## src/rtl/ispseq_map.svh

```systemverilog
/*
 * register offsets, field positions, reset values and timing counts
 * for the flash command sequencer; assumes a 50 MHz system clock.
 */
`ifndef ISPSEQ_MAP_SVH
`define ISPSEQ_MAP_SVH

// ----------------------------------------------------------------------
// register indices, compared directly with avs_address
// ----------------------------------------------------------------------
`define ISPSEQ_IDX_TRIGGER 8'hA4
`define ISPSEQ_IDX_DATA 8'hAE
`define ISPSEQ_IDX_CMD 8'hAF
`define ISPSEQ_IDX_ADDR_H 8'hA7
`define ISPSEQ_IDX_ADDR_L 8'hA6
`define ISPSEQ_IDX_CHIPCTL 8'h9F
`define ISPSEQ_IDX_GUARD 8'hC7
`define ISPSEQ_IDX_STATUS 8'hC8
`define ISPSEQ_ADDR_W 10

// ----------------------------------------------------------------------
// field positions
// ----------------------------------------------------------------------
`define ISPSEQ_GO_BIT 0
`define ISPSEQ_EN_BIT 0
`define ISPSEQ_BS_BIT 1
`define ISPSEQ_LDU_BIT 5
`define ISPSEQ_FAULT_BIT 6

// ----------------------------------------------------------------------
// command encodings and unlock keys
// ----------------------------------------------------------------------
`define ISPSEQ_OP_ERASE 4'h2
`define ISPSEQ_OP_PROG 4'h1
`define ISPSEQ_OP_READ 4'h0
`define ISPSEQ_DST_APP 2'h0
`define ISPSEQ_DST_LDR 2'h1
`define ISPSEQ_DST_CFG 2'h3
`define ISPSEQ_KEY1 8'hAA
`define ISPSEQ_KEY2 8'h55
`define ISPSEQ_RST_BYTE 8'h00

// ----------------------------------------------------------------------
// timing: operation times in microseconds
// ----------------------------------------------------------------------
`define ISPSEQ_CLK_MHZ 50
`define ISPSEQ_T_ERASE_US 5000
`define ISPSEQ_T_PROG_US 40
`define ISPSEQ_T_READ_US 1
`define ISPSEQ_CYC(us) ((us) * `ISPSEQ_CLK_MHZ)

`endif

```

## src/rtl/ispseq_pkg.sv

```systemverilog
/*
 * types shared by the flash command sequencer;
 * assumes the map header is compiled alongside.
 */
package ispseq_pkg;

	// sequencer states, one bit changing from idle to run and from run to done
	typedef enum logic [1:0] {
		ISPSEQ_IDLE = 2'b00,
		ISPSEQ_RUN = 2'b01,
		ISPSEQ_DONE = 2'b11
	} ispseq_state_t;

	// flash array request bundle
	typedef struct packed {
		logic [17:0] addr;
		logic [7:0] wdata;
		logic oe_ctl;
		logic ce_ctl;
		logic [3:0] op;
		logic active;
	} ispseq_flash_req_t;

endpackage : ispseq_pkg

```

## src/rtl/ispseq_top.sv

```systemverilog
/*
 * flash command sequencer with Avalon-MM register slave.
 * assumes a flash array that accepts a request while active is high
 * and returns read data in flash_rdata; cpu context flags are levels
 * from the cpu core on sys_clk.
 */
// Function
// RL1: eight-bit data register holds program byte and read result.
// RL2: software loads data before program, reads result after completion.
// RL3: writing one to go bit starts the selected operation.
// RL4: cpu program counter stalls during the operation, resumes after.
// RL5: go bit clears itself at completion and always reads zero.
// RL6: trigger register writes need the timed-access unlock.
// RL7: command code selects erase, program, read; oe/ce select standby.
// RL8: two upper address bits select application, loader or config area.
// RL9: config erase clears all config bytes, high byte zero required.
// RL10: page erase acts on the 256-byte page of the high byte.
// RL11: with access enable cleared, go writes are ignored.
// RL12: internal oscillator times work, stops when enable off on external.
// RL13: access enable writes need the timed-access unlock.
// RL14: running from external memory refuses operation and sets fault.
// RL15: config access allowed only while code runs from loader area.
// RL16: new config values apply after reset; boot select not after soft.
// RL17: security lock does not block operations through this sequencer.
// RL18: application or loader code may read its own area.
// RL19: software clears global interrupt enable during operations.
// RL20: software should rewrite config bytes as final update step.
// RL21: illegal accesses set the fault flag.
// RL22: loader area read-only from application code unless update enabled.
// RL23: fault flag stays set until software clears it.
// RL24: sixteen-bit address plus two command bits drive the flash array.
// RL25: cpu hold spans the operation and drops with the go bit.
// RL26: go with standby encoding completes without changing anything.
`timescale 1ns/1ps
`include "ispseq_map.svh"

module ispseq_top
	import ispseq_pkg::*;
#(
	parameter int T_ERASE_CYC = `ISPSEQ_CYC(`ISPSEQ_T_ERASE_US),
	parameter int T_PROG_CYC = `ISPSEQ_CYC(`ISPSEQ_T_PROG_US),
	parameter int T_READ_CYC = `ISPSEQ_CYC(`ISPSEQ_T_READ_US),
	parameter int CNT_W = 20
)
(
	input wire logic sys_clk,
	input wire logic rst,
	input wire logic [`ISPSEQ_ADDR_W-1:0] avs_address,
	input wire logic avs_read,
	input wire logic avs_write,
	input wire logic [31:0] avs_writedata,
	input wire logic [3:0] avs_byteenable,
	output logic [31:0] avs_readdata,
	output logic avs_waitrequest,
	input wire logic run_from_loader,
	input wire logic run_external,
	input wire logic ext_clk_selected,
	input wire logic soft_reset_event,
	input wire logic [7:0] flash_rdata,
	output ispseq_flash_req_t flash_req_r,
	output logic cpu_hold_r,
	output logic rc_osc_en_r,
	output logic cfg_apply_r,
	output logic boot_sel_apply_r
);

	// ------------------------------------------------------------------
	// registers
	// ------------------------------------------------------------------
	ispseq_state_t state_r;
	logic [7:0] data_r;
	logic [7:0] cmd_r;
	logic [7:0] addr_h_r;
	logic [7:0] addr_l_r;
	logic en_r;
	logic ldu_r;
	logic bs_r;
	logic fault_r;
	logic [1:0] unlock_r;
	logic go_r;
	logic [CNT_W-1:0] cnt_r;
	logic cfg_dirty_r;
	logic bs_dirty_r;
	logic ack_r;

	// ------------------------------------------------------------------
	// bus decode
	// ------------------------------------------------------------------
	logic [7:0] wbyte;
	logic wr_stb;
	logic rd_stb;
	logic unlocked;
	logic go_req;
	logic [3:0] op;
	logic [1:0] dst;
	logic standby;
	logic modify;
	logic illegal;
	logic start_ok;
	logic fault_set;
	logic [CNT_W-1:0] dur;

	assign wbyte = avs_writedata[7:0];
	// one wait cycle per access: write lands at the edge where
	// waitrequest is sampled low; read data is captured one edge earlier
	assign wr_stb = avs_write & avs_byteenable[0] & ack_r;
	assign rd_stb = avs_read & ~ack_r;
	assign unlocked = (unlock_r == 2'd2);
	assign op = cmd_r[3:0];
	assign dst = cmd_r[7:6];
	assign standby = cmd_r[5] & cmd_r[4]; // [RL7]
	assign modify = (op == `ISPSEQ_OP_ERASE) | (op == `ISPSEQ_OP_PROG);

	// go request: unlocked trigger write with bit 0 while enabled
	assign go_req = wr_stb && avs_address == `ISPSEQ_IDX_TRIGGER && unlocked
		&& wbyte[`ISPSEQ_GO_BIT] && en_r && state_r == ISPSEQ_IDLE; // [RL3] [RL6] [RL11]

	// legality check for the selected area
	always_comb
	begin
		illegal = 1'b0;
		if (run_external) // [RL14]
			illegal = 1'b1;
		else if (!standby)
		begin
			case (dst)
				`ISPSEQ_DST_APP: illegal = modify & ~run_from_loader; // [RL18] [RL21]
				`ISPSEQ_DST_LDR: illegal = modify & (run_from_loader | ~ldu_r); // [RL22]
				`ISPSEQ_DST_CFG: illegal = ~run_from_loader // [RL15] [RL17]
					| (op == `ISPSEQ_OP_ERASE && addr_h_r != 8'h00) // [RL9]
					| (op != `ISPSEQ_OP_ERASE && addr_h_r != 8'h00)
					| (op != `ISPSEQ_OP_ERASE && addr_l_r > 8'h03);
				default: illegal = 1'b1; // unused area code 2'h2
			endcase
			if (op != `ISPSEQ_OP_ERASE && op != `ISPSEQ_OP_PROG
				&& op != `ISPSEQ_OP_READ)
				illegal = 1'b1;
		end
	end

	assign start_ok = go_req & ~illegal;
	assign fault_set = go_req & illegal; // [RL21]

	// duration by operation
	always_comb
	begin
		dur = CNT_W'(T_READ_CYC);
		if (standby)
			dur = CNT_W'(1); // [RL26]
		else if (op == `ISPSEQ_OP_ERASE)
			dur = CNT_W'(T_ERASE_CYC);
		else if (op == `ISPSEQ_OP_PROG)
			dur = CNT_W'(T_PROG_CYC);
	end

	// ------------------------------------------------------------------
	// bus handshake
	// ------------------------------------------------------------------
	// waitrequest high until the registered ack cycle
	always_ff @(posedge sys_clk or posedge rst)
	begin
		if (rst)
			ack_r <= 1'b0;
		else
			ack_r <= (avs_read | avs_write) & ~ack_r;
	end

	always_ff @(posedge sys_clk or posedge rst)
	begin
		if (rst)
			avs_waitrequest <= 1'b1;
		else
			avs_waitrequest <= ~((avs_read | avs_write) & ~ack_r);
	end

	// read mux, registered
	always_ff @(posedge sys_clk or posedge rst)
	begin
		if (rst)
			avs_readdata <= 32'h0000_0000;
		else if (rd_stb)
		begin
			case (avs_address)
				`ISPSEQ_IDX_TRIGGER: avs_readdata <= 32'h0000_0000; // [RL5]
				`ISPSEQ_IDX_DATA: avs_readdata <= {24'h00_0000, data_r};
				`ISPSEQ_IDX_CMD: avs_readdata <= {24'h00_0000, cmd_r};
				`ISPSEQ_IDX_ADDR_H: avs_readdata <= {24'h00_0000, addr_h_r};
				`ISPSEQ_IDX_ADDR_L: avs_readdata <= {24'h00_0000, addr_l_r};
				`ISPSEQ_IDX_CHIPCTL: avs_readdata <= {25'h000_0000, fault_r,
					ldu_r, 3'h0, bs_r, en_r};
				`ISPSEQ_IDX_STATUS: avs_readdata <= {30'h0000_0000,
					state_r != ISPSEQ_IDLE, go_r};
				default: avs_readdata <= 32'h0000_0000;
			endcase
		end
	end

	// ------------------------------------------------------------------
	// timed-access unlock
	// ------------------------------------------------------------------
	// two key writes open one protected write, any other write closes it
	always_ff @(posedge sys_clk or posedge rst)
	begin
		if (rst)
			unlock_r <= 2'd0;
		else if (wr_stb)
		begin
			if (avs_address == `ISPSEQ_IDX_GUARD && wbyte == `ISPSEQ_KEY1)
				unlock_r <= 2'd1;
			else if (avs_address == `ISPSEQ_IDX_GUARD && unlock_r == 2'd1
				&& wbyte == `ISPSEQ_KEY2)
				unlock_r <= 2'd2;
			else
				unlock_r <= 2'd0; // [RL6] [RL13]
		end
	end

	// ------------------------------------------------------------------
	// plain registers
	// ------------------------------------------------------------------
	always_ff @(posedge sys_clk or posedge rst)
	begin
		if (rst)
		begin
			cmd_r <= `ISPSEQ_RST_BYTE;
			addr_h_r <= `ISPSEQ_RST_BYTE;
			addr_l_r <= `ISPSEQ_RST_BYTE;
		end
		else if (wr_stb && state_r == ISPSEQ_IDLE)
		begin
			if (avs_address == `ISPSEQ_IDX_CMD)
				cmd_r <= wbyte;
			if (avs_address == `ISPSEQ_IDX_ADDR_H)
				addr_h_r <= wbyte;
			if (avs_address == `ISPSEQ_IDX_ADDR_L)
				addr_l_r <= wbyte;
		end
	end

	// data byte: software write, or read result at completion
	always_ff @(posedge sys_clk or posedge rst)
	begin
		if (rst)
			data_r <= `ISPSEQ_RST_BYTE;
		else if (state_r == ISPSEQ_DONE && !standby
			&& op == `ISPSEQ_OP_READ)
			data_r <= flash_rdata; // [RL1]
		else if (wr_stb && avs_address == `ISPSEQ_IDX_DATA
			&& state_r == ISPSEQ_IDLE)
			data_r <= wbyte; // [RL1]
	end

	// chip control: protected enable, boot select and loader update
	always_ff @(posedge sys_clk or posedge rst)
	begin
		if (rst)
		begin
			en_r <= 1'b0;
			ldu_r <= 1'b0;
			bs_r <= 1'b0;
		end
		else if (wr_stb && avs_address == `ISPSEQ_IDX_CHIPCTL && unlocked)
		begin
			en_r <= wbyte[`ISPSEQ_EN_BIT]; // [RL13]
			ldu_r <= wbyte[`ISPSEQ_LDU_BIT];
			bs_r <= wbyte[`ISPSEQ_BS_BIT];
		end
	end

	// fault flag: set wins over software clear
	always_ff @(posedge sys_clk or posedge rst)
	begin
		if (rst)
			fault_r <= 1'b0;
		else if (fault_set)
			fault_r <= 1'b1; // [RL21] [RL14]
		else if (wr_stb && avs_address == `ISPSEQ_IDX_CHIPCTL && unlocked
			&& !wbyte[`ISPSEQ_FAULT_BIT])
			fault_r <= 1'b0; // [RL23]
	end

	// ------------------------------------------------------------------
	// sequencer
	// ------------------------------------------------------------------
	always_ff @(posedge sys_clk or posedge rst)
	begin
		if (rst)
		begin
			state_r <= ISPSEQ_IDLE;
			cnt_r <= '0;
			go_r <= 1'b0;
			cpu_hold_r <= 1'b0;
		end
		else
		begin
			case (state_r)
				ISPSEQ_IDLE:
					if (start_ok)
					begin
						state_r <= ISPSEQ_RUN;
						cnt_r <= dur;
						go_r <= 1'b1;
						cpu_hold_r <= 1'b1; // [RL4] [RL25]
					end
				ISPSEQ_RUN:
					if (cnt_r <= CNT_W'(1))
						state_r <= ISPSEQ_DONE;
					else
						cnt_r <= cnt_r - CNT_W'(1);
				ISPSEQ_DONE:
				begin
					state_r <= ISPSEQ_IDLE;
					go_r <= 1'b0; // [RL5]
					cpu_hold_r <= 1'b0; // [RL4] [RL25]
				end
				default: state_r <= ISPSEQ_IDLE;
			endcase
		end
	end

	// flash request: active for real operations only
	always_ff @(posedge sys_clk or posedge rst)
	begin
		if (rst)
			flash_req_r <= '{addr: 18'h0_0000, wdata: 8'h00, oe_ctl: 1'b1,
				ce_ctl: 1'b1, op: 4'h0, active: 1'b0};
		else
		begin
			flash_req_r.addr <= {dst, addr_h_r, addr_l_r}; // [RL24] [RL8] [RL10]
			flash_req_r.wdata <= data_r;
			flash_req_r.oe_ctl <= cmd_r[5]; // [RL7]
			flash_req_r.ce_ctl <= cmd_r[4];
			flash_req_r.op <= op;
			flash_req_r.active <= (state_r != ISPSEQ_IDLE || start_ok)
				&& !standby; // [RL26]
		end
	end

	// rc oscillator runs while enabled or the internal clock is in use
	always_ff @(posedge sys_clk or posedge rst)
	begin
		if (rst)
			rc_osc_en_r <= 1'b1;
		else
			rc_osc_en_r <= en_r | ~ext_clk_selected; // [RL12]
	end

	// config apply: pending after config erase or program, applied on next soft reset event
	always_ff @(posedge sys_clk or posedge rst)
	begin
		if (rst)
		begin
			cfg_dirty_r <= 1'b0;
			bs_dirty_r <= 1'b0;
			cfg_apply_r <= 1'b0;
			boot_sel_apply_r <= 1'b0;
		end
		else
		begin
			cfg_apply_r <= 1'b0;
			boot_sel_apply_r <= 1'b0;
			if (state_r == ISPSEQ_DONE && dst == `ISPSEQ_DST_CFG && modify
				&& !standby)
			begin
				cfg_dirty_r <= 1'b1;
				bs_dirty_r <= 1'b1;
			end
			else if (soft_reset_event && cfg_dirty_r)
			begin
				cfg_dirty_r <= 1'b0;
				cfg_apply_r <= 1'b1; // [RL16]
			end
		end
	end
endmodule : ispseq_top

```

## config.mk

```make
export PLATFORM = sky130hd
export DESIGN_NAME = ispseq_top
export DESIGN_NICKNAME = d
export VERILOG_FILES = /design/src/rtl/ispseq_pkg.sv /design/src/rtl/ispseq_top.sv
export VERILOG_INCLUDE_DIRS = /design/src /design/src/rtl
export SDC_FILE = /design/constraint.sdc
export NUM_CORES = 1
export LEC_CHECK = 0
export BUFFER_PORTS_ARGS = -buffer_cell sky130_fd_sc_hd__buf_2
export CORE_AREA = 4 4 98 100
export CTS_CLUSTER_DIAMETER = 100
export DETAILED_ROUTE_END_ITERATION = 10
export DIE_AREA = 0 0 102 104
export PLACE_DENSITY = 0.84
export RECOVER_POWER = 25
export SETUP_SLACK_MARGIN = 0.15
export SYNTH_ARGS = -nofsm -noshare
export SYNTH_HDL_FRONTEND = slang
export SYNTH_SLANG_ARGS = --single-unit
```

## constraint.sdc

```tcl
create_clock -name sys_clk -period 4.69 [get_ports sys_clk]
set_clock_uncertainty 0.05 [all_clocks]
set_input_delay 0.469 -clock sys_clk [delete_from_list [all_inputs] [get_ports sys_clk]]
set_output_delay 0.469 -clock sys_clk [all_outputs]
set_load 0.005 [all_outputs]
```

==> qor.txt <==
Outcome: finished, violations left
Failing checks: capacitance limit, slew limit
Post-synth top area cell: dfrtp_1
Worst-Margin Slew: 3.060 ns
Worst Setup End Kind: register
Primary FF master, synth: dfrtp_1
Gpl congestion: 0.9012
Drt total wl: 11140 µm
R2r setup slk: 1.95 ns
Vias in the first global route: 3603
Largest net degree at the start of global routing: 74
Critical path, cell by cell: a211o_1, or4_1, o311a_1, nor3_2, a311oi_1, a21oi_1
Hold Startpoint: ext_clk_selected
Logic pwr share: 4.4%
Remaining DRCs: 0
Synthesis-to-layout area growth: 11.68%
Critical Path RT: 4.94 ns
Crit-path leading delay family: compound AO/OA/AOI/OAI gates
Period utilisation layout: 58.34%
Final hold vios: 0
Synth warn: 0
CTS Buf Count: 9
Cell Count Post-Placement: 608
Clock Tree Buf Depth: 2
Clock edge transition at the registers on the reported setup and hold paths: 0.11 ns
Share of layout cells above drive strength 1: 28.10%
Root buffer cell: clkbuf_8
Die H: 104 µm
Synth Instances: 436
P per Cell Area: 285.7 nW/µm²
Post-cts repair resize count: 0
Pint: 1.157 mW
Filler cells: 690
# H-tree levels: 3
Core Box Area: 8678 µm²
Post-synth top area share: 52.66%
Cell Rows: 34
Switch Pwr: 0.4049 mW
Synth area leaders: dfrtp_1 53%, mux2_2 6.7%, buf_4 4.0%, nor2_1 2.8%, a21oi_1 2.6%
Tot Pwr: 1.562 mW
Fin. max-slew vios: 74
GRT Total Usage: 21.36%
Slowest-stage cell, CP: nor3_2
Hold_buf cts: 0
Post-DRT Antenna Nets: 0
Slew margin rel.: -105.1%
Postcts setup bufs: 0
Mux cell area share after synthesis: 8.308%
Minimum clock period: 2.736 ns
Worst-Skew Late Latency: 0.38 ns
Most frequent cells in the layout: 103 x dfrtp_1, 79 x buf_2, 36 x nor2_1, 29 x mux2_2, 27 x nand2_1
Unrepaired setup endpoints after global routing: no
Worst Path Max Fanout: 10
Post-synthesis adder-cell area fraction: 0.5112%
Xor-xnor portion of the synthesized cell area: 1.253%
CTS tree: yes
Total global routing overflow: 0
Initial antenna violation count: 0
Number of synthesized flops with an enable pin: 0
Switch share: 25.93%
Max incr delay on CP: 0.61 ns
Initial Util: 56.40%
Simple-gate share of the synthesized area: 15.80%
Endpoints failing setup: 0
Port Buffers: 79
Crit path arrival time: 2.99 ns
Nets@finish: 575
Critical path buffers and inverters: 0
Crit Path Category: register to register
R2r startpoint: cmd_r[0]
Commonest non-fill, non-tap cell in the layout: dfrtp_1
Ant diodes: 0
P_leak: 2.612 nW
Via count: 3723
Max-cap violations: 1
Drt first-iter violations: 301
Clock power frac: 36.3%
Final Non-Filler Cells: 624
DR WL/cell: 17.85 µm
Detailed Routing Iterations Pass 1: 5
Post-Syn Area: 4895 µm²
CP startpoint: cmd_r[0]
Flops & latches, synth: 107
Die Width: 102 µm
Crit path launch type: register
Total I/O pin count: 132
Max Clock Freq: 0.3655 GHz
Sequential share of power: 59.4%
DP HPWL: 8053 µm
Hold Path Class: input pin to register
Yosys cell types: 67
Syn Area/Cell: 11.23 µm²
Vias per inst: 5.966
Clk sinks: 107
Ys async rst share: 100.0%
Die area: 10610 µm²
First-pass GRT wire length: 18220 µm
Largest family of logic cells by synthesized area: simple AND/OR/NAND/NOR gates
Compound-Gate Fraction of Synth Area: 13.22%
VDD IR max: 166.6 µV
Sequential cell area fraction in the yosys report: 54.81%
Setup TNS: 0 ns
## layout make-up
cell class	instances	area, µm²	area share, %
well taps	108	135.1	2.472
clock buffers	9	123.9	2.266
flip-flops and latches	107	2683	49.07
multi-input cells	305	2013	36.83
clock inverters	7	73.82	1.350
inverters	7	27.53	0.5035
repair buffers	81	410.4	7.507
## cell families (layout without fill, tap and decap cells)
| kind of cell | Yosys count | count (layout) |
|---|---|---|
| flip-flops | 107 | 107 |
| AND/OR/NAND/NOR | 134 | 134 |
| XOR/XNOR | 7 | 7 |
| adder cells (fa/ha/maj) | 2 | 2 |
| AO/OA/AOI/OAI | 100 | 100 |
| other | 1 | 25 |
| multiplexers | 37 | 37 |
| buffers and inverters | 48 | 104 |
## metal layers
layer	track usage, %	vias to the layer above	part of all wire [%]
met5	0	-	0
met4	6.842	0	1.6
met3	3.219	19	8.1
met2	33.89	194	48
met1	30.06	1819	43
li1	-	1691	-
## final timing paths
check                             endpoint  depth (start not counted)
min                            rc_osc_en_r                          2
max                               cnt_r[5]                          6
max in group asynchronous  avs_waitrequest                          3
min in group asynchronous  flash_req_r[10]                          2
max reg2reg                       cnt_r[5]                          6
min reg2reg                 flash_req_r[9]                          0
## state kept, by name, indices dropped and copies added (netlist names), 2 cells and up
signal	count
cmd_r	8
flash_req_r	33
data_r	8
addr_l_r	8
addr_h_r	8
state_r	2
unlock_r	2
cnt_r	20
avs_readdata	8
## synth_stat cells, types with 4 or more instances
library cell  instances
nor4_1                7
a222oi_1              4
a22o_1                4
nand3_1               4
nor3_1                9
a21oi_1              25
mux2_2               29
mux2i_1               8
dfstp_2               4
o21ai_0              16
nand4b_1              4
nor2_1               36
and2_1                5
and3_1                4
buf_4                26
o2bb2ai_1             4
dfrtp_1             103
xor2_1                6
nand2_1              27
clkbuf_1              9
nand2b_1              6
or4_1                 4
nor4b_1               4
a22oi_1               4
inv_1                 7
o21ai_1              15
a31oi_1               7
## worst reg2reg max path, cell delays in order (launching register included)
cell      delay [ns]
dfrtp_1         0.51
a211o_1         0.34
or4_1           0.40
o311a_1         0.47
nor3_2          0.61
a311oi_1        0.11
a21oi_1         0.18
## power by group through the flow
stage	clock network [mW]	registers, mW	logic [mW]
floorplan	0	0.945	0.0498
global placement	0	0.944	0.0658
detailed placement	0	0.945	0.0685
CTS	0.569	0.927	0.0687
global route	0.611	0.928	0.0767
finish	0.566	0.927	0.0683
## stage by stage
stage	util (%)	hold WS, ns	worst slack [ns]	instance area (µm²)
2_1_floorplan	-	0.3191	1.360	4985
3_3_place_gp	60.73	0.3386	1.805	5270
3_5_place_dp	60.73	0.3361	1.737	5270
4_1_cts	63.00	0.1577	1.939	5468
5_1_grt	62.99	0.1541	1.620	5466
6_report	62.99	0.1617	1.954	5466
(Power assumes the default switching activity.)
